**config.mk**
```make
export PLATFORM = sky130hd
export DESIGN_NAME = pwmdo_top
export DESIGN_NICKNAME = d
export VERILOG_FILES = /design/src/pwmdo_pkg.sv /design/src/pwmdo_chan.sv /design/src/pwmdo_top.sv
export SDC_FILE = /design/constraint.sdc
export NUM_CORES = 1
export LEC_CHECK = 0
export BUFFER_PORTS_ARGS = -buffer_cell sky130_fd_sc_hd__buf_2
export CAP_MARGIN = 30
export CELL_PAD_IN_SITES_DETAIL_PLACEMENT = 0
export CELL_PAD_IN_SITES_GLOBAL_PLACEMENT = 1
export CORE_ASPECT_RATIO = 0.7
export CORE_MARGIN = 3
export CORE_UTILIZATION = 47
export DETAILED_ROUTE_END_ITERATION = 8
export GPL_TIMING_DRIVEN = 0
export HOLD_SLACK_MARGIN = 0.03
export PLACE_DENSITY = 0.8
export SLEW_MARGIN = 25
export SYNTH_ARGS = -nofsm -noshare
export SYNTH_HDL_FRONTEND = slang
export SYNTH_SLANG_ARGS = --single-unit
```
**constraint.sdc**
```tcl
create_clock -name clk_in -period 6.3 [get_ports clk_in]
set_clock_uncertainty 0.2 [all_clocks]
set_input_delay 0.315 -clock clk_in [delete_from_list [all_inputs] [get_ports clk_in]]
set_output_delay 0.315 -clock clk_in [all_outputs]
set_load 0.05 [all_outputs]
```
**src/pwmdo_pkg.sv**
```systemverilog
// constants for the 14-bit pwm duty data and output drive block
package pwmdo_pkg;
    localparam int CHANNELS = 3;
    localparam int ADDR_W   = 10;
    localparam int DATA_W   = 32;
    localparam int LO_W     = 8;
    localparam int HI_W     = 6;
    localparam int POS_W    = 8;
    localparam int SUBS_W   = 6;
    localparam int FRAME_W  = POS_W + SUBS_W;
    // register indices; byte address is four times the index
    localparam logic [7:0] IDX_DRIVE  = 8'h21;
    localparam logic [7:0] IDX_START  = 8'h3d;
    localparam logic [7:0] IDX_STATUS = 8'h44;
    localparam logic [2:0][7:0] IDX_LO = {8'h42, 8'h40, 8'h3e};
    localparam logic [2:0][7:0] IDX_HI = {8'h43, 8'h41, 8'h3f};
    // drive bit positions: channel 0, channel 1, channel 2 shared with port line a3
    localparam logic [2:0][2:0] DRV_POS = {3'h0, 3'h4, 3'h3};
    localparam logic [2:0] DRIVE_RST   = 3'h0;
    localparam logic [2:0] RUN_RST     = 3'h0;
    localparam int STATUS_PEND_POS     = 3;
    localparam int FRAME_CLOCKS        = 1 << FRAME_W;
    localparam int SUBPERIODS          = 1 << SUBS_W;
endpackage

```
**src/pwmdo_chan.sv**
```systemverilog
// one 14-bit pwm channel: comparison latches, frame counter and output level
`timescale 1ns/1ps
module pwmdo_chan
    import pwmdo_pkg::*;
#(
    parameter int LW = LO_W,
    parameter int HW = HI_W,
    parameter int PW = POS_W,
    parameter int SW = SUBS_W
) (
    // clock and reset
    input  wire logic          clk_in,
    input  wire logic          rst_in,
    // control and data
    input  wire logic          run_in,
    input  wire logic [LW-1:0] lo_in,
    input  wire logic [HW-1:0] hi_in,
    input  wire logic          hi_wr_in,
    // state
    output logic               level_out,
    output logic               pending_out
);
    logic [PW+SW-1:0] cnt_ff;
    logic [LW-1:0]    m_ff;
    logic [HW-1:0]    n_ff;
    logic             pend_ff;
    logic             level_ff;
    logic [PW-1:0]    pos;
    logic [SW-1:0]    sub;
    logic [SW-1:0]    rev;
    logic             ts_start;
    logic             load;
    logic             extra;
    logic [PW:0]      width;

    assign pos      = cnt_ff[PW-1:0];
    assign sub      = cnt_ff[PW+SW-1:PW];
    assign ts_start = run_in && (pos == '0);
    // while stopped no sub-period starts, so a pending load goes straight in
    assign load     = pend_ff && (ts_start || !run_in);

    // bit-reversed sub-period index spreads the extra clocks over the frame
    for (genvar b = 0; b < SW; b++) begin : g_rev
        assign rev[b] = sub[SW-1-b];
    end
    assign extra = {{(LW-SW){1'b0}}, rev} < m_ff;
    assign width = {{(PW+1-HW){1'b0}}, n_ff} + {{PW{1'b0}}, extra};

    always_ff @(posedge clk_in or posedge rst_in) begin
        if (rst_in) begin
            cnt_ff <= '0;
        end else if (!run_in) begin
            cnt_ff <= '0;
        end else begin
            cnt_ff <= cnt_ff + 1'b1;
        end
    end

    always_ff @(posedge clk_in or posedge rst_in) begin
        if (rst_in) begin
            pend_ff <= 1'b0;
        end else if (hi_wr_in) begin
            pend_ff <= 1'b1;
        end else if (load) begin
            pend_ff <= 1'b0;
        end
    end

    always_ff @(posedge clk_in or posedge rst_in) begin
        if (rst_in) begin
            m_ff <= '0;
            n_ff <= '0;
        end else if (load) begin
            m_ff <= lo_in;
            n_ff <= hi_in;
        end
    end

    always_ff @(posedge clk_in or posedge rst_in) begin
        if (rst_in) begin
            level_ff <= 1'b0;
        end else begin
            level_ff <= run_in && ({1'b0, pos} < width);
        end
    end

    assign level_out   = level_ff;
    assign pending_out = pend_ff;

    stop_low_a: assert property (@(posedge clk_in) disable iff (rst_in)
        !run_in |=> !level_out)
        else $error("stopped channel output not low");
    restart_a: assert property (@(posedge clk_in) disable iff (rst_in)
        $rose(run_in) |-> cnt_ff == '0)
        else $error("frame counter not zero at start");
    latch_ts_a: assert property (@(posedge clk_in) disable iff (rst_in)
        pend_ff && ts_start && !hi_wr_in |=> !pend_ff && n_ff == $past(hi_in))
        else $error("latch not loaded at sub-period start");
    width_a: assert property (@(posedge clk_in) disable iff (rst_in)
        run_in && ({1'b0, pos} > {{(PW+1-HW){1'b0}}, n_ff}) |=> !level_out)
        else $error("pulse longer than n plus one");
    frame_a: assert property (@(posedge clk_in) disable iff (rst_in)
        run_in && (&cnt_ff) ##1 run_in |-> cnt_ff == '0)
        else $error("frame not 2^14 clocks");
    load_c: cover property (@(posedge clk_in) disable iff (rst_in)
        pend_ff && ts_start ##1 !pend_ff);
    frame_c: cover property (@(posedge clk_in) disable iff (rst_in)
        run_in && (&cnt_ff) ##1 level_out);
endmodule

```
**src/pwmdo_top.sv**
```systemverilog
// avalon register file for pwm duty data, start and output drive, three channels
// How it works
// index 40h holds channel 1 duty bits 7..0, write only.
// index 41h bits 5..0 hold channel 1 duty bits 13..8, write only.
// index 42h holds channel 2 duty bits 7..0, write only.
// index 43h bits 5..0 hold channel 2 duty bits 13..8, write only.
// software writes whole duty values, never read-modify-write.
// drive register bit 3 channel 0, bit 4 channel 1: 1 open-drain.
// drive register bit 0 selects port a3 / channel 2 pin drive.
// reset clears all three drive bits to push-pull.
// drive register is write only; software writes whole bytes.
// low half first; both halves latch at next sub-period after high write. While stopped, the code latches them on the next clock.
// frame of 2^14 clocks, 64 sub-periods, n high, m get one extra.
// channel outputs only while its start bit is one.
// stopped channel holds low and restarts frame from zero.
//
// Design decision made here: register access over Avalon-MM.
`timescale 1ns/1ps
module pwmdo_top
    import pwmdo_pkg::*;
#(
    parameter int NCH = CHANNELS
) (
    // clock and reset
    input  wire logic              clk_in,
    input  wire logic              rst_in,
    // avalon-mm slave
    input  wire logic [ADDR_W-1:0] avs_address_in,
    input  wire logic              avs_read_in,
    input  wire logic              avs_write_in,
    input  wire logic [DATA_W-1:0] avs_writedata_in,
    input  wire logic [3:0]        avs_byteenable_in,
    output logic [DATA_W-1:0]      avs_readdata_out,
    output logic                   avs_waitrequest_out,
    // pwm pins
    output logic [NCH-1:0]         pwm_pin_out,
    output logic [NCH-1:0]         pwm_pin_oe_out
);
    logic                  ack_ff;
    logic [DATA_W-1:0]     rdata_ff;
    logic                  req;
    logic                  wr_go;
    logic                  rd_go;
    logic [7:0]            idx;
    logic                  aligned;
    logic                  lane0;
    logic [LO_W-1:0]       lo_ff [NCH];
    logic [HI_W-1:0]       hi_ff [NCH];
    logic [NCH-1:0]        run_ff;
    logic [NCH-1:0]        drv_ff;
    logic [NCH-1:0]        lo_wr;
    logic [NCH-1:0]        hi_wr;
    logic                  drv_wr;
    logic                  run_wr;
    logic [NCH-1:0]        level;
    logic [NCH-1:0]        pending;
    logic [NCH-1:0]        pin_ff;
    logic [NCH-1:0]        oe_ff;
    logic [DATA_W-1:0]     nxt_rdata;

    // one wait state: request seen in cycle 0, answered in cycle 1
    assign req                 = avs_read_in || avs_write_in;
    assign avs_waitrequest_out = req && !ack_ff;
    assign wr_go               = avs_write_in && ack_ff;
    assign rd_go               = avs_read_in && !ack_ff;
    assign idx                 = avs_address_in[ADDR_W-1:2];
    assign aligned             = avs_address_in[1:0] == 2'h0;
    assign lane0               = avs_byteenable_in[0];
    assign drv_wr = wr_go && lane0 && aligned && (idx == IDX_DRIVE);
    assign run_wr = wr_go && lane0 && aligned && (idx == IDX_START);

    always_ff @(posedge clk_in or posedge rst_in) begin
        if (rst_in) begin
            ack_ff <= 1'b0;
        end else begin
            ack_ff <= req && !ack_ff;
        end
    end

    // duty and drive registers read as zero; only start and status return state
    always_comb begin
        nxt_rdata = '0;
        if (aligned && idx == IDX_START) begin
            nxt_rdata[NCH-1:0] = run_ff;
        end else if (aligned && idx == IDX_STATUS) begin
            nxt_rdata[NCH-1:0] = level;
            nxt_rdata[STATUS_PEND_POS +: NCH] = pending;
        end
    end

    always_ff @(posedge clk_in or posedge rst_in) begin
        if (rst_in) begin
            rdata_ff <= '0;
        end else if (rd_go) begin
            rdata_ff <= nxt_rdata;
        end
    end
    assign avs_readdata_out = rdata_ff;

    always_ff @(posedge clk_in or posedge rst_in) begin
        if (rst_in) begin
            drv_ff <= DRIVE_RST;
        end else if (drv_wr) begin
            for (int i = 0; i < NCH; i++) begin
                drv_ff[i] <= avs_writedata_in[DRV_POS[i]];
            end
        end
    end

    always_ff @(posedge clk_in or posedge rst_in) begin
        if (rst_in) begin
            run_ff <= RUN_RST;
        end else if (run_wr) begin
            run_ff <= avs_writedata_in[NCH-1:0];
        end
    end

    for (genvar c = 0; c < NCH; c++) begin : g_ch
        assign lo_wr[c] = wr_go && lane0 && aligned && (idx == IDX_LO[c]);
        assign hi_wr[c] = wr_go && lane0 && aligned && (idx == IDX_HI[c]);

        always_ff @(posedge clk_in or posedge rst_in) begin
            if (rst_in) begin
                lo_ff[c] <= '0;
            end else if (lo_wr[c]) begin
                lo_ff[c] <= avs_writedata_in[LO_W-1:0];
            end
        end

        always_ff @(posedge clk_in or posedge rst_in) begin
            if (rst_in) begin
                hi_ff[c] <= '0;
            end else if (hi_wr[c]) begin
                hi_ff[c] <= avs_writedata_in[HI_W-1:0];
            end
        end

        pwmdo_chan #(
            .LW (LO_W),
            .HW (HI_W),
            .PW (POS_W),
            .SW (SUBS_W)
        ) u_chan (
            .clk_in      (clk_in),
            .rst_in      (rst_in),
            .run_in      (run_ff[c]),
            .lo_in       (lo_ff[c]),
            .hi_in       (hi_ff[c]),
            .hi_wr_in    (hi_wr[c]),
            .level_out   (level[c]),
            .pending_out (pending[c])
        );

        // open-drain pulls low for a low level and floats for a high one
        always_ff @(posedge clk_in or posedge rst_in) begin
            if (rst_in) begin
                pin_ff[c] <= 1'b0;
                oe_ff[c]  <= 1'b1;
            end else if (drv_ff[c]) begin
                pin_ff[c] <= 1'b0;
                oe_ff[c]  <= !level[c];
            end else begin
                pin_ff[c] <= level[c];
                oe_ff[c]  <= 1'b1;
            end
        end
    end

    assign pwm_pin_out    = pin_ff;
    assign pwm_pin_oe_out = oe_ff;

    wait_one_a: assert property (@(posedge clk_in) disable iff (rst_in)
        avs_waitrequest_out |=> !avs_waitrequest_out)
        else $error("waitrequest held more than one cycle");
    lo1_a: assert property (@(posedge clk_in) disable iff (rst_in)
        lo_wr[1] |=> lo_ff[1] == $past(avs_writedata_in[LO_W-1:0]))
        else $error("channel 1 low duty not stored");
    hi1_a: assert property (@(posedge clk_in) disable iff (rst_in)
        hi_wr[1] |=> hi_ff[1] == $past(avs_writedata_in[HI_W-1:0]) && pending[1])
        else $error("channel 1 high duty not stored or not pending");
    lo2_a: assert property (@(posedge clk_in) disable iff (rst_in)
        wr_go && lane0 && aligned && idx == 8'h42
        |=> lo_ff[2] == $past(avs_writedata_in[LO_W-1:0]))
        else $error("channel 2 low duty not stored");
    hi2_a: assert property (@(posedge clk_in) disable iff (rst_in)
        wr_go && lane0 && aligned && idx == 8'h43
        |=> hi_ff[2] == $past(avs_writedata_in[HI_W-1:0]))
        else $error("channel 2 high duty not stored");
    wo_read_a: assert property (@(posedge clk_in) disable iff (rst_in)
        rd_go && aligned && (idx == IDX_DRIVE || idx == IDX_HI[1])
        |=> avs_readdata_out == '0 && !avs_waitrequest_out)
        else $error("write-only register returned data");
    od_pin_a: assert property (@(posedge clk_in) disable iff (rst_in)
        drv_ff[2] |=> !pwm_pin_out[2])
        else $error("open-drain pin driven high");
    pp_pin_a: assert property (@(posedge clk_in) disable iff (rst_in)
        !drv_ff[0] |=> pwm_pin_oe_out[0] && pwm_pin_out[0] == $past(level[0]))
        else $error("push-pull pin not following level");
    drv_rst_a: assert property (@(posedge clk_in)
        rst_in |=> drv_ff == DRIVE_RST)
        else $error("drive bits not cleared by reset");
    od_c: cover property (@(posedge clk_in) disable iff (rst_in)
        drv_ff[1] && level[1] ##1 !pwm_pin_oe_out[1]);
    rd_c: cover property (@(posedge clk_in) disable iff (rst_in)
        rd_go && idx == IDX_STATUS ##1 avs_readdata_out != '0);
endmodule

```
# Yosys cells after proc, flatten, opt, wreduce, memory -nomap -nowiden
# Cells that the tools add are included.
[op_classes]
add_sub_neg = 6
n_lt_le_gt_ge = 6
n_eq_ne = 9
mux = 18
reduce_logical = 42
[ops]
columns = ["cell", "n"]
rows = [
  ["$add A14 B1 Y14 const B", 3],
  ["$mux W14", 3],
  ["$eq A8 B7 Y1 const B", 5],
  ["$eq A8 B6 Y1 const B", 4],
  ["$lt A8 B9 Y1", 3],
  ["$logic_and A1 B1 Y1", 24],
  ["$logic_not A8 Y1", 3],
  ["$lt A6 B8 Y1", 3],
  ["$add A6 B1 Y7", 3],
  ["$mux W1", 12],
  ["$logic_not A1 Y1", 7],
  ["$mux W3", 2],
  ["$mux W6", 1],
  ["$reduce_bool A2 Y1", 3],
  ["$logic_or A1 B1 Y1", 4],
  ["$logic_not A2 Y1", 1],
]
[word_totals]
reg_bits = 151
out_inout_bits = 39
elab_cells = 112

# Logic depth before layout (Yosys ltp)
# Gate-level depths: netlist of run 1.
[depth]
depth_word = 6
depth_mapped = 13

# Hierarchy
# A second synthesis of run 1 with hierarchy kept.
[unflattened]
hier_cells = 650
area_unflattened_um2 = 7880.1
[by_module_without_submodules]
columns = ["module", "n_inst", "cells_per_inst", "area_per_inst_um2", "seq_area_each_um2"]
rows = [
  ["pwmdo_chan", 3, 151, 1721.7, 750.7],
  ["pwmdo_top", 1, 197, 2715.1, 1530.2],
]

# Worst setup path after synthesis of run 1
# OpenSTA, ideal clock, no wires.
[synth_timing]
path_type = "flip-flop to flip-flop"
start = "reg g_ch[0].u_chan.cnt_ff[10]"
end = "reg g_ch[0].u_chan.level_ff"
setup_time_ns = 0.082
arrival_ns = 2.391
required_time_ns = 6.018
path_slack_ns = 3.627
path_stages_with_launch = 13
path_buffers = 0
synth_period_minus_slack_ns = 2.673
path_cell_list = "dfrtp_1 -> ha_1 -> a21oi_1 -> o21ai_0 -> a41oi_1 -> ha_1 -> ha_1 -> xnor2_1 -> ha_1 -> a21o_1 -> a31oi_1 -> o21ai_0 -> a31oi_1"
[synth_between]
elab_chain_cells = 4
[synth_lines]
columns = ["item", "line_no", "rtl"]
rows = [
  ["start: declaration", "pwmdo_chan.sv:23", "logic [PW+SW-1:0] cnt_ff;"],
  ["start signal: assignment", "pwmdo_chan.sv:55", "cnt_ff <= cnt_ff + 1'b1;"],
  ["$lt A6 B8 Y1", "pwmdo_chan.sv:46", "assign extra = {{(LW-SW){1'b0}}, rev} < m_ff;"],
  ["$add A6 B1 Y7", "pwmdo_chan.sv:47", "assign width = {{(PW+1-HW){1'b0}}, n_ff} + {{PW{1'b0}}, extra};"],
  ["$lt A8 B9 Y1", "pwmdo_chan.sv:83", "level_ff <= run_in && ({1'b0, pos} < width);"],
  ["$logic_and A1 B1 Y1", "pwmdo_chan.sv:83", ""],
  ["end signal: assignment", "pwmdo_chan.sv:83", ""],
  ["end: declaration", "pwmdo_chan.sv:27", "logic level_ff;"],
]
# No other way between the ends.
# A chain may end at the register's enable or synchronous reset.

# Worst setup path after layout of run 1
# Same ends and word-level chain as after synthesis.

==> flow_metrics.tcl, run 1 <==
set metrics [dict create \
    status "finished, final reports clean" \
    clock_latency_ps 420 \
    muxShareOfSynthArea_pct 14.35 \
    path_delay_family "compound AO/OA/AOI/OAI gates" \
    diodes 0 \
    tns_ps 0 \
    synth-edff-count 0 \
    setup-violations-final 0 \
    syn_area_per_cell_um2 11.91 \
    r2r-start "g_ch[0].u_chan.cnt_ff[10]" \
    place_congestion 0.8220 \
    io_buffers 35 \
    p_sw_uw 494.6 \
    yosysMostFrequentCell "dfrtp_1" \
    synthCells 637 \
    clk_path_buf_depth 2 \
    nNetsFinal 817 \
    slew_violations 0 \
    antenna_found_initial 1 \
    yosys-top-cells-count "dfrtp_1 (148), mux2_2 (64), ha_1 (45)" \
    crit_type "flip-flop to flip-flop" \
    critPathLaunchType "flip-flop" \
    clockPowerShare_pct 50.0 \
    seq_power_share_pct 45.5 \
    synthSimpleGateAreaFrac_pct 13.61 \
    ir_drop_mv 0.1346 \
    start_util_pct 48.49 \
    path_buf_inv 0 \
    rows 38 \
    synth.yosys.seq_area_share_pct 49.87 \
    vias_per_cell 5.241 \
    startpoint "g_ch[0].u_chan.cnt_ff[10]" \
    crit_path_max_incr_delay_ps 430 \
    yosysWarnings 0 \
    grt_use_total_pct 18.32 \
    drive_gt1_share_pct 26.39 \
    fmax_ghz 0.3218 \
    synth.top_cell.area_share_pct 48.83 \
    cts_setup_buffers 0 \
    htreeDepth 4 \
    antenna_left 0 \
    numCtsBuffers 17 \
    fin_crit_ps 3108 \
    grt_pass1_vias 4938 \
    cts_sinks 151 \
    fillers 1298 \
    drt_iter0_drc 297 \
    cts-resized-gates 0 \
    synthXorXnorAreaFrac_pct 4.850 \
    cp_max_fo 5 \
    num_vias 4900 \
    syn_area_mm2 0.007585 \
    synth-adder-area-share_pct 7.423 \
    path_common_cell "ha_1" \
    power_switching_share_pct 23.11 \
    die_x_um 157.8 \
    area_growth_pct 16.18 \
    cp.arrival_ps 3210 \
    hold_viol_final 0 \
    ios 89 \
    worstMarginPinSlew_ps 697.6 \
    hold_path_class "input pin to flip-flop" \
    cp-end-kind "flip-flop" \
    die-area_mm2 0.01772 \
    ys_types 44 \
    first_pass_iters 4 \
    rsz0062_at_grt "no" \
    synth_top_family_by_area "multiplexers" \
    synth_compound_area_share_pct 4.998 \
    grt_pass1_wl_um 25410 \
    p_int_uw 1645 \
    finalCritPeriodShare_pct 49.33 \
    tritoncts "built" \
    crit_chain "ha_1 > a21oi_1 > o21ai_0 > a41oi_1 > ha_1 > ha_1 > xnor2_1 > ha_1 > a21o_1 > a31oi_1 > o21ai_0 > a31oi_1" \
    synthTopCellsByArea "dfrtp_1 (49%), mux2_2 (9.5%), ha_1 (7.4%)" \
    maxCapViolCount 0 \
    cts_root_buf "clkbuf_16" \
    clk_pin_slew_ps 60 \
    yosys_register_bits 151 \
    relSlewSlack_pct 53.24 \
    drt_wl_total_um 15250 \
    yosys.area.top_type "dfrtp_1" \
    combPwrFrac_pct 4.5 \
    dieHeight_um 112.3 \
    drc 0 \
    critPathRequiredTime_ps 6400 \
    synthFlopType "dfrtp_1" \
    powerDensity_mw_per_mm2 242.8 \
    cp_slowest_cell "dfrtp_1" \
    fin_util_pct 56.34 \
    async_reset_ff_share_pct 100.0 \
    cellLeakagePower_uw 0.004455 \
    grt-ovfl-total 0 \
    dp_hpwl_um 10780 \
    grt_max_degree 95 \
    core_area_mm2 0.01564 \
    routedWlPerCell_um 16.31 \
    min-delay-start "avs_writedata_in[4]" \
]
[cell families after synthesis]
| logic type | after synthesis |
|---|---|
| buffers and inverters | 68 |
| AOI/OAI and AO/OA | 51 |
| muxes | 90 |
| xor gates and xnor gates | 42 |
| other | 1 |
| DFF | 151 |
| and+or+nand+nor | 189 |
| adders and majority gates | 45 |
[area by class of cell]
class,count,area [µm²],area share [%]
tap,200,250.2,2.840
inverter,33,131.4,1.491
sequential,151,3782,42.92
timing repair buffer,41,252.7,2.868
clock inverter,13,170.2,1.931
multi-input combinational,443,3528,40.04
buffer,35,244.0,2.769
clock buffer,19,452.9,5.140
[state kept, by name, indices dropped and copies added, names as in the netlist, 6 cells and up]
register,cells
avs_readdata_out,6
g_ch.u_chan.m_ff,24
g_ch.u_chan.cnt_ff,42
lo_ff,24
hi_ff,18
g_ch.u_chan.n_ff,18
[what timing repair did]
| action | 4_1_cts | 5_1_grt |
|---|---|---|
| hold buffers | 5 | 0 |
| endpoints found under the hold margin | 62 | 0 |
| endpoints found under the setup margin | 0 | 0 |
[cell usage in the layout, fill, tap and decap left out, types with 5 or more instances in the layout]
cell / n
a31oi_1: 6
xor2_1: 29
clkbuf_1: 7
nor2_1: 21
nand2_1: 30
o21ai_0: 12
dfrtp_1: 148
buf_4: 26
nor3_1: 13
a21oi_1: 9
inv_1: 32
nand3_1: 35
nand2b_1: 7
xnor2_1: 13
a21boi_0: 6
or3_1: 8
mux2_4: 20
dlygate4sd3_1: 5
buf_2: 35
nor4_1: 6
and2_1: 37
nand4_1: 10
clkbuf_16: 17
mux2_2: 64
nor2b_1: 6
and3_1: 5
conb_1: 26
ha_1: 45
mux2_1: 6
[per-layer routing]
metal / global-route usage, % / up-vias / wire length, µm
li1: - / 2361 / -
met1: 27.64 / 2450 / 7625
met2: 26.69 / 79 / 6703
met3: 4.355 / 10 / 797
met4: 4.624 / 0 / 125
met5: 0 / - / 0
[per-stage QoR]
step | hold slack, ps | total power, µW | cell area, µm² | worst slack, ps | cells
2_1_floorplan | 186.3 | 1060 | 7679 | 1725 | 662
3_3_place_gp | 204.9 | 1083 | 8104 | 155.8 | 897
3_5_place_dp | 164.1 | 1087 | 8139 | 3214 | 898
4_1_cts | 94.94 | 2160 | 8812 | 3182 | 935
5_1_grt | 98.72 | 2211 | 8812 | 2954 | 935
6_report | 97.71 | 2140 | 8812 | 3192 | 935
[power by group through the flow]
stage	combinational [µW]	clock [µW]	sequential [µW]
global placement	91.4	0	991
floorplan	69.1	0	991
detailed placement	95.3	0	991
CTS	98.0	1090	973
finish	97.1	1070	974
global route	105	1130	973
[path summary, 6_finish.rpt]
kind	depth (start not counted)	slack, ps	endpoint
worst min-delay path	2	100	lo_ff[12]
worst min register to register	1	230	pwm_pin_oe_out[2]
min in group asynchronous	3	260	g_ch[1].u_chan.cnt_ff[10]
worst max register to register	12	3190	g_ch[0].u_chan.level_out
worst max-delay path	12	3190	g_ch[0].u_chan.level_out
max in group asynchronous	4	4830	pwm_pin_oe_out[0]
Note: power is estimated with default switching activity, not from simulation.
==> run 2: changes to the inputs <==
- CORE_UTILIZATION: 47 -> 43
- PLACE_DENSITY: 0.8 -> 0.77
- clock period: 6.3 -> 2.7 ns (I/O delays scaled with it)
==> run 2 against run 1 <==
  * The flow now finishes with violations (setup timing)
  * Critical path depth stayed put
  * Setup slack worse by 3300 ps
  * Via count is 1.8% higher
  * First-iteration DRC count is 3.4% higher
  * Design area is 4.7% higher
  * Die area is 8.9% higher
  * Utilization is 1.4 points lower
  * Wire length is 3.6% higher
  * Maximum frequency is 12% higher
  * Critical path type unchanged
==> flow_metrics.tcl, run 2 (synthesis results as in run 1) <==
set metrics [dict create \
    cellLeakagePower_uw 0.004577 \
    slew_violations 0 \
    dieHeight_um 117.1 \
    cp-end-kind "flip-flop" \
    rows 39 \
    power_uw 4711 \
    place_congestion 0.8001 \
    drc 0 \
    clockPowerShare_pct 46.4 \
    start_util_pct 45.18 \
    reg_top3 "g_ch.u_chan.cnt_ff (42), g_ch.u_chan.m_ff (24), lo_ff (24)" \
    fin_crit_ps 2779 \
    cts_sinks 151 \
    violations "setup timing" \
    area_growth_pct 21.68 \
    seq_power_share_pct 48.2 \
    clock_latency_ps 420 \
    routedWlPerCell_um 15.96 \
    num_vias 4987 \
    maxCapViolCount 0 \
    fmax_ghz 0.3599 \
    setup-violations-final 3 \
    cts_root_buf "clkbuf_16" \
    drt_iter0_drc 307 \
    crit_type "flip-flop to flip-flop" \
    cp.arrival_ps 2890 \
    setup_slack_ps -78.54 \
    io_buffers 35 \
    powerDensity_mw_per_mm2 510.5 \
    cp_max_fo 3 \
    layout_common_cells "dfrtp_1 (147), mux2_2 (64), buf_4 (42)" \
    final_common_cell "dfrtp_1" \
    clk_path_buf_depth 2 \
    htreeDepth 4 \
    antenna_left 0 \
    largest_reg_flops 42 \
    die-area_mm2 0.01929 \
    critPathRequiredTime_ps 2810 \
    dp_cells 927 \
    rsz0062_at_grt "yes" \
    nNetsFinal 847 \
    ios 89 \
    use_met1_pct 26.06 \
    relSlewSlack_pct 55.22 \
    p_int_uw 3606 \
    status "finished with violations" \
    numCtsBuffers 17 \
    drt_wl_total_um 15800 \
    largest_register "g_ch.u_chan.cnt_ff" \
    grt_pass1_vias 4932 \
    clk_pin_slew_ps 60 \
    ir_drop_mv 0.4024 \
    tritoncts "built" \
    critPathLaunchType "flip-flop" \
    antenna_found_initial 0 \
    diodes 0 \
    hold_path_class "input pin to flip-flop" \
    combPwrFrac_pct 5.3 \
    power_switching_share_pct 23.47 \
    p_sw_uw 1106 \
    die_x_um 164.7 \
    gr-usage-met3_pct 4.045 \
    finalCritPeriodShare_pct 102.9 \
    core_area_mm2 0.01679 \
    grt.busiest_layer "met1" \
    hold_viol_final 0 \
    worstMarginPinSlew_ps 669.3 \
    first_pass_iters 4 \
    drive_gt1_share_pct 31.24 \
    fin_util_pct 54.98 \
    grt_use_total_pct 17.36 \
    grt-ovfl-total 0 \
    grt_max_degree 34 \
    grt_pass1_wl_um 25990 \
    met2_usage_pct 25.56 \
    stdcell_count 990 \
    dp_hpwl_um 11080 \
    vias_per_cell 5.037 \
]
-- run 2: cell count changes in the layout (fill, tap and decap cells not counted), moves of 4 or more --
cell | previous run | this run
buf_4 | 26 | 42
dlygate4sd3_1 | 5 | 15
ha_1 | 45 | 35
ha_4 | 0 | 7
a21oi_1 | 9 | 3
a21oi_2 | 0 | 6
o21ai_0 | 12 | 6
clkinv_2 | 1 | 6
buf_12 | 0 | 4
-- run 2: path summary, 6_finish.rpt --
kind | from | end | slack (ps) | cells past startpoint
setup / recovery | g_ch[0].u_chan.cnt_ff[10] | g_ch[0].u_chan.level_out | -80 | 12
hold / removal | avs_address_in[0] | g_ch[1].u_chan.pending_out | 60 | 4
setup reg to reg | g_ch[0].u_chan.cnt_ff[10] | g_ch[0].u_chan.level_out | -80 | 12
hold reg to reg | g_ch[2].u_chan.level_out | pwm_pin_oe_out[2] | 220 | 1
max in group asynchronous | rst_in | lo_ff[1] | 1300 | 6
min in group asynchronous | rst_in | g_ch[1].u_chan.cnt_ff[6] | 90 | 3
-- run 2: critical path, cell delays in order (launching register included) --
cell	delay [ps]
dfrtp_1	420
ha_4	290
nand2_2	50
o21ai_2	140
a41oi_2	110
ha_2	240
ha_4	180
xnor2_2	140
ha_1	310
a21o_1	160
a31oi_1	140
o21ai_1	90
a31oi_2	210
-- run 2: area by class of cell --
cell class                      instances  area, µm²
Buffer                                 35      244.0
Clock buffer                           19      432.9
Clock inverter                         13      110.1
Fill cell                            1428       7557
Inverter                               33      127.6
Multi-Input combinational cell        443       3696
Sequential cell                       151       3784
Tap cell                              225      281.5
Timing Repair Buffer                   71      553.0
-- run 2: layer usage --
layer | vias to the layer above | share of wire, %
met5 | - | 0
met3 | 9 | 3.5
met4 | 0 | 0.65
li1 | 2425 | -
met2 | 73 | 43
met1 | 2480 | 53
-- run 2: timing repair --
| action | in CTS | in global routing |
|---|---|---|
| pin swaps | 19 | 2 |
| endpoints found under the hold margin | 118 | 0 |
| cloned | 0 | 0 |
| hold buffers | 15 | 0 |
| setup buffers | 15 | 1 |
| setup endpoints to repair | 3 | 3 |
| resized for setup | 34 | 2 |
-- run 2: through the flow --
step                hold WS [ps]  worst slack [ps]  area (µm²)  TNS, ps
finish                     64.06            -78.54        9229   -97.46
detailed placement        -16.77            -465.4        8247    -1172
global placement           210.5            -454.9        8139   -64190
global route               100.2            -198.2        9229   -489.2
CTS                        53.12            -70.20        9205   -90.16
floorplan                  85.58             26.68        7682        0
-- run 2: power by group through the flow --
stage | Sequential (µW) | Combinational, µW | Clock, µW
3_3_place_gp | 2310 | 216 | 0
5_1_grt | 2270 | 271 | 2340
6_report | 2270 | 251 | 2190
4_1_cts | 2270 | 253 | 2230
3_5_place_dp | 2310 | 237 | 0
2_1_floorplan | 2310 | 162 | 0
==> run 3: changes to the inputs <==
- PLACE_DENSITY: 0.77 -> unset
- PLACE_DENSITY_LB_ADDON: unset -> 0.25
==> run 3 against run 2 <==
  * The run still ends with setup timing left
  * Register-to-register slack about the same
  * Clock power is 16% higher
  * Setup slack worse by 7.6 ps
  * Non-clock buffer count rose by 2
  * First-iteration DRC count up 3.3%
  * Worst hold slack got worse by 12 ps
  * Die area is the same
  * Utilization up 0.94 points
  * Global-route usage increased by 0.77 points
  * Critical path depth unchanged
  * Sequential share of layout area decreased by 0.69 points
  * Largest cell class unchanged
  * Clock-buffer cell count increased by 2
==> flow_metrics.tcl, run 3 (synthesis results as in run 1) <==
set metrics [dict create \
    status "finished with violations" \
    violations "setup timing" \
    grt_use_total_pct 18.14 \
    fillers 1431 \
    die-area_mm2 0.01929 \
    reg_top3 "g_ch.u_chan.cnt_ff (42), g_ch.u_chan.m_ff (24), lo_ff (24)" \
    htreeDepth 4 \
    antenna_found_initial 1 \
    drt_iter0_drc 317 \
    drt_wl_total_um 16320 \
    nNetsFinal 849 \
    fin_util_pct 55.92 \
    drive_gt1_share_pct 31.81 \
    setup-violations-final 1 \
    critPathLaunchType "flip-flop" \
    rrSetupSlack_ps -90 \
    ios 89 \
    cts_root_buf "clkbuf_16" \
    worstMarginPinSlew_ps 836.2 \
    multi_input_area_mm2 0.003716 \
    min-delay-start "avs_address_in[4]" \
    clock_latency_ps 410 \
    routedWlPerCell_um 16.45 \
    relSlewSlack_pct 43.95 \
    start_util_pct 45.18 \
    hold_viol_final 0 \
    final_common_cell "dfrtp_1" \
    antenna_left 0 \
    r2r-start "g_ch[2].u_chan.cnt_ff[10]" \
    first_pass_iters 4 \
    fin_crit_ps 2786 \
    dp_slack_ps -352.2 \
    dieHeight_um 117.1 \
    finalCritPeriodShare_pct 103.2 \
    largest_register "g_ch.u_chan.cnt_ff" \
    maxCapViolCount 0 \
    numCtsBuffers 17 \
    cp.arrival_ps 2900 \
    rsz0062_at_grt "yes" \
    tns_ps -86.17 \
    area_growth_pct 23.75 \
    io_buffers 35 \
    clk_pin_slew_ps 60 \
    crit_type "flip-flop to flip-flop" \
    cellLeakagePower_uw 0.004632 \
    ir_drop_mv 0.4254 \
    drc 0 \
    reg2reg_depth 12 \
    place_congestion 0.7537 \
    tritoncts "built" \
    vias_per_cell 5.105 \
    rows 39 \
    die_x_um 164.7 \
    layout_common_cells "dfrtp_1 (147), mux2_2 (64), buf_4 (41)" \
    dp_hpwl_um 11660 \
    cp-end-kind "flip-flop" \
    stdcell_count 992 \
    slew_violations 0 \
    largest_reg_flops 42 \
    r2r_end "g_ch[2].u_chan.level_out" \
    diodes 0 \
    fmax_ghz 0.3589 \
    setup_slack_ps -86.17 \
    core_area_mm2 0.01679 \
    hold_path_class "input pin to flip-flop" \
    critPathRequiredTime_ps 2810 \
    whs_endpoint "avs_readdata_out[5]" \
    powerDensity_mw_per_mm2 540.5 \
    num_vias 5064 \
    grt_pass1_vias 5257 \
    dp_cells 928 \
    grt_max_degree 28 \
    cts_sinks 151 \
    hold_path_depth 4 \
    seqCellArea_mm2 0.003784 \
    clk_path_buf_depth 2 \
    grt_pass1_wl_um 27060 \
    hold_slack_ps 51.85 \
    grt-ovfl-total 0 \
    cp_max_fo 2 \
]
run 3: changes by cell type in the layout (fill, tap and decap cells not counted), moves of 2 or more:
cell / delta
clkbuf_8: +2
clkinv_2: -4
dlygate4sd3_1: +2
nand2_2: +2
bufinv_16: +3
buf_16: +2
nand2_1: -2
run 3: through the flow:
| stage | cell area [µm²] | power, µW |
|---|---|---|
| finish | 9387 | 5073 |
| global route | 9387 | 5252 |
| CTS | 9315 | 5116 |
| detailed placement | 8282 | 2557 |
| global placement | 8139 | 2528 |
| floorplan | 7682 | 2474 |
run 3: area by class of cell:
type	instances	share of cell area, %
multi-input combinational	443	39.59
clock inverter	11	1.840
sequential	151	40.31
timing repair buffer	73	6.398
clock buffer	21	4.905
inverter	33	1.360
buffer	35	2.599
tap	225	2.999
run 3: worst max-delay path, cell delays in order (launching register included):
cell,delay [ps]
dfrtp_1,410
ha_4,290
nand2_2,50
o21ai_2,160
a41oi_2,150
ha_2,250
ha_4,160
xnor2_1,120
ha_1,290
a21o_1,160
a31oi_1,160
o21ai_1,90
a31oi_1,200
run 3: worst max path at each step:
stage | endpoint | cells after the start | from | slack, ps
after global placement | pwm_pin_out[2] | 2 | rst_in | -470
final | g_ch[2].u_chan.level_out | 12 | g_ch[2].u_chan.cnt_ff[10] | -90
after floorplan | g_ch[0].u_chan.level_out | 12 | g_ch[0].u_chan.cnt_ff[10] | 30
after CTS | g_ch[2].u_chan.level_out | 12 | g_ch[2].u_chan.cnt_ff[10] | -30
after global routing | g_ch[2].u_chan.level_out | 13 | g_ch[2].u_chan.m_ff[3] | -240
after detailed placement | g_ch[2].u_chan.level_out | 12 | g_ch[2].u_chan.cnt_ff[10] | -350
run 3: timing repair:
| action | 4_1_cts | 5_1_grt |
|---|---|---|
| pin swaps | 20 | 5 |
| hold buffers | 16 | 1 |
| gates resized for setup | 34 | 7 |
| buffers inserted | 12 | 3 |
| endpoints found under the setup margin | 3 | 3 |
| endpoints found under the hold margin | 131 | 1 |
run 3: power breakdown:
part | switching [µW] | internal, µW | total [µW]
Combinational | 177 | 82.4 | 260
Sequential | 3.86 | 2270 | 2270
Clock | 941 | 1600 | 2540
run 3: per-layer routing:
layer	global-route usage, %	wire (µm)	part of all wire [%]
met5	0	0	0
met4	4.525	136	0.83
met3	3.271	502	3.1
met2	28.49	7297	45
met1	26.28	8386	51
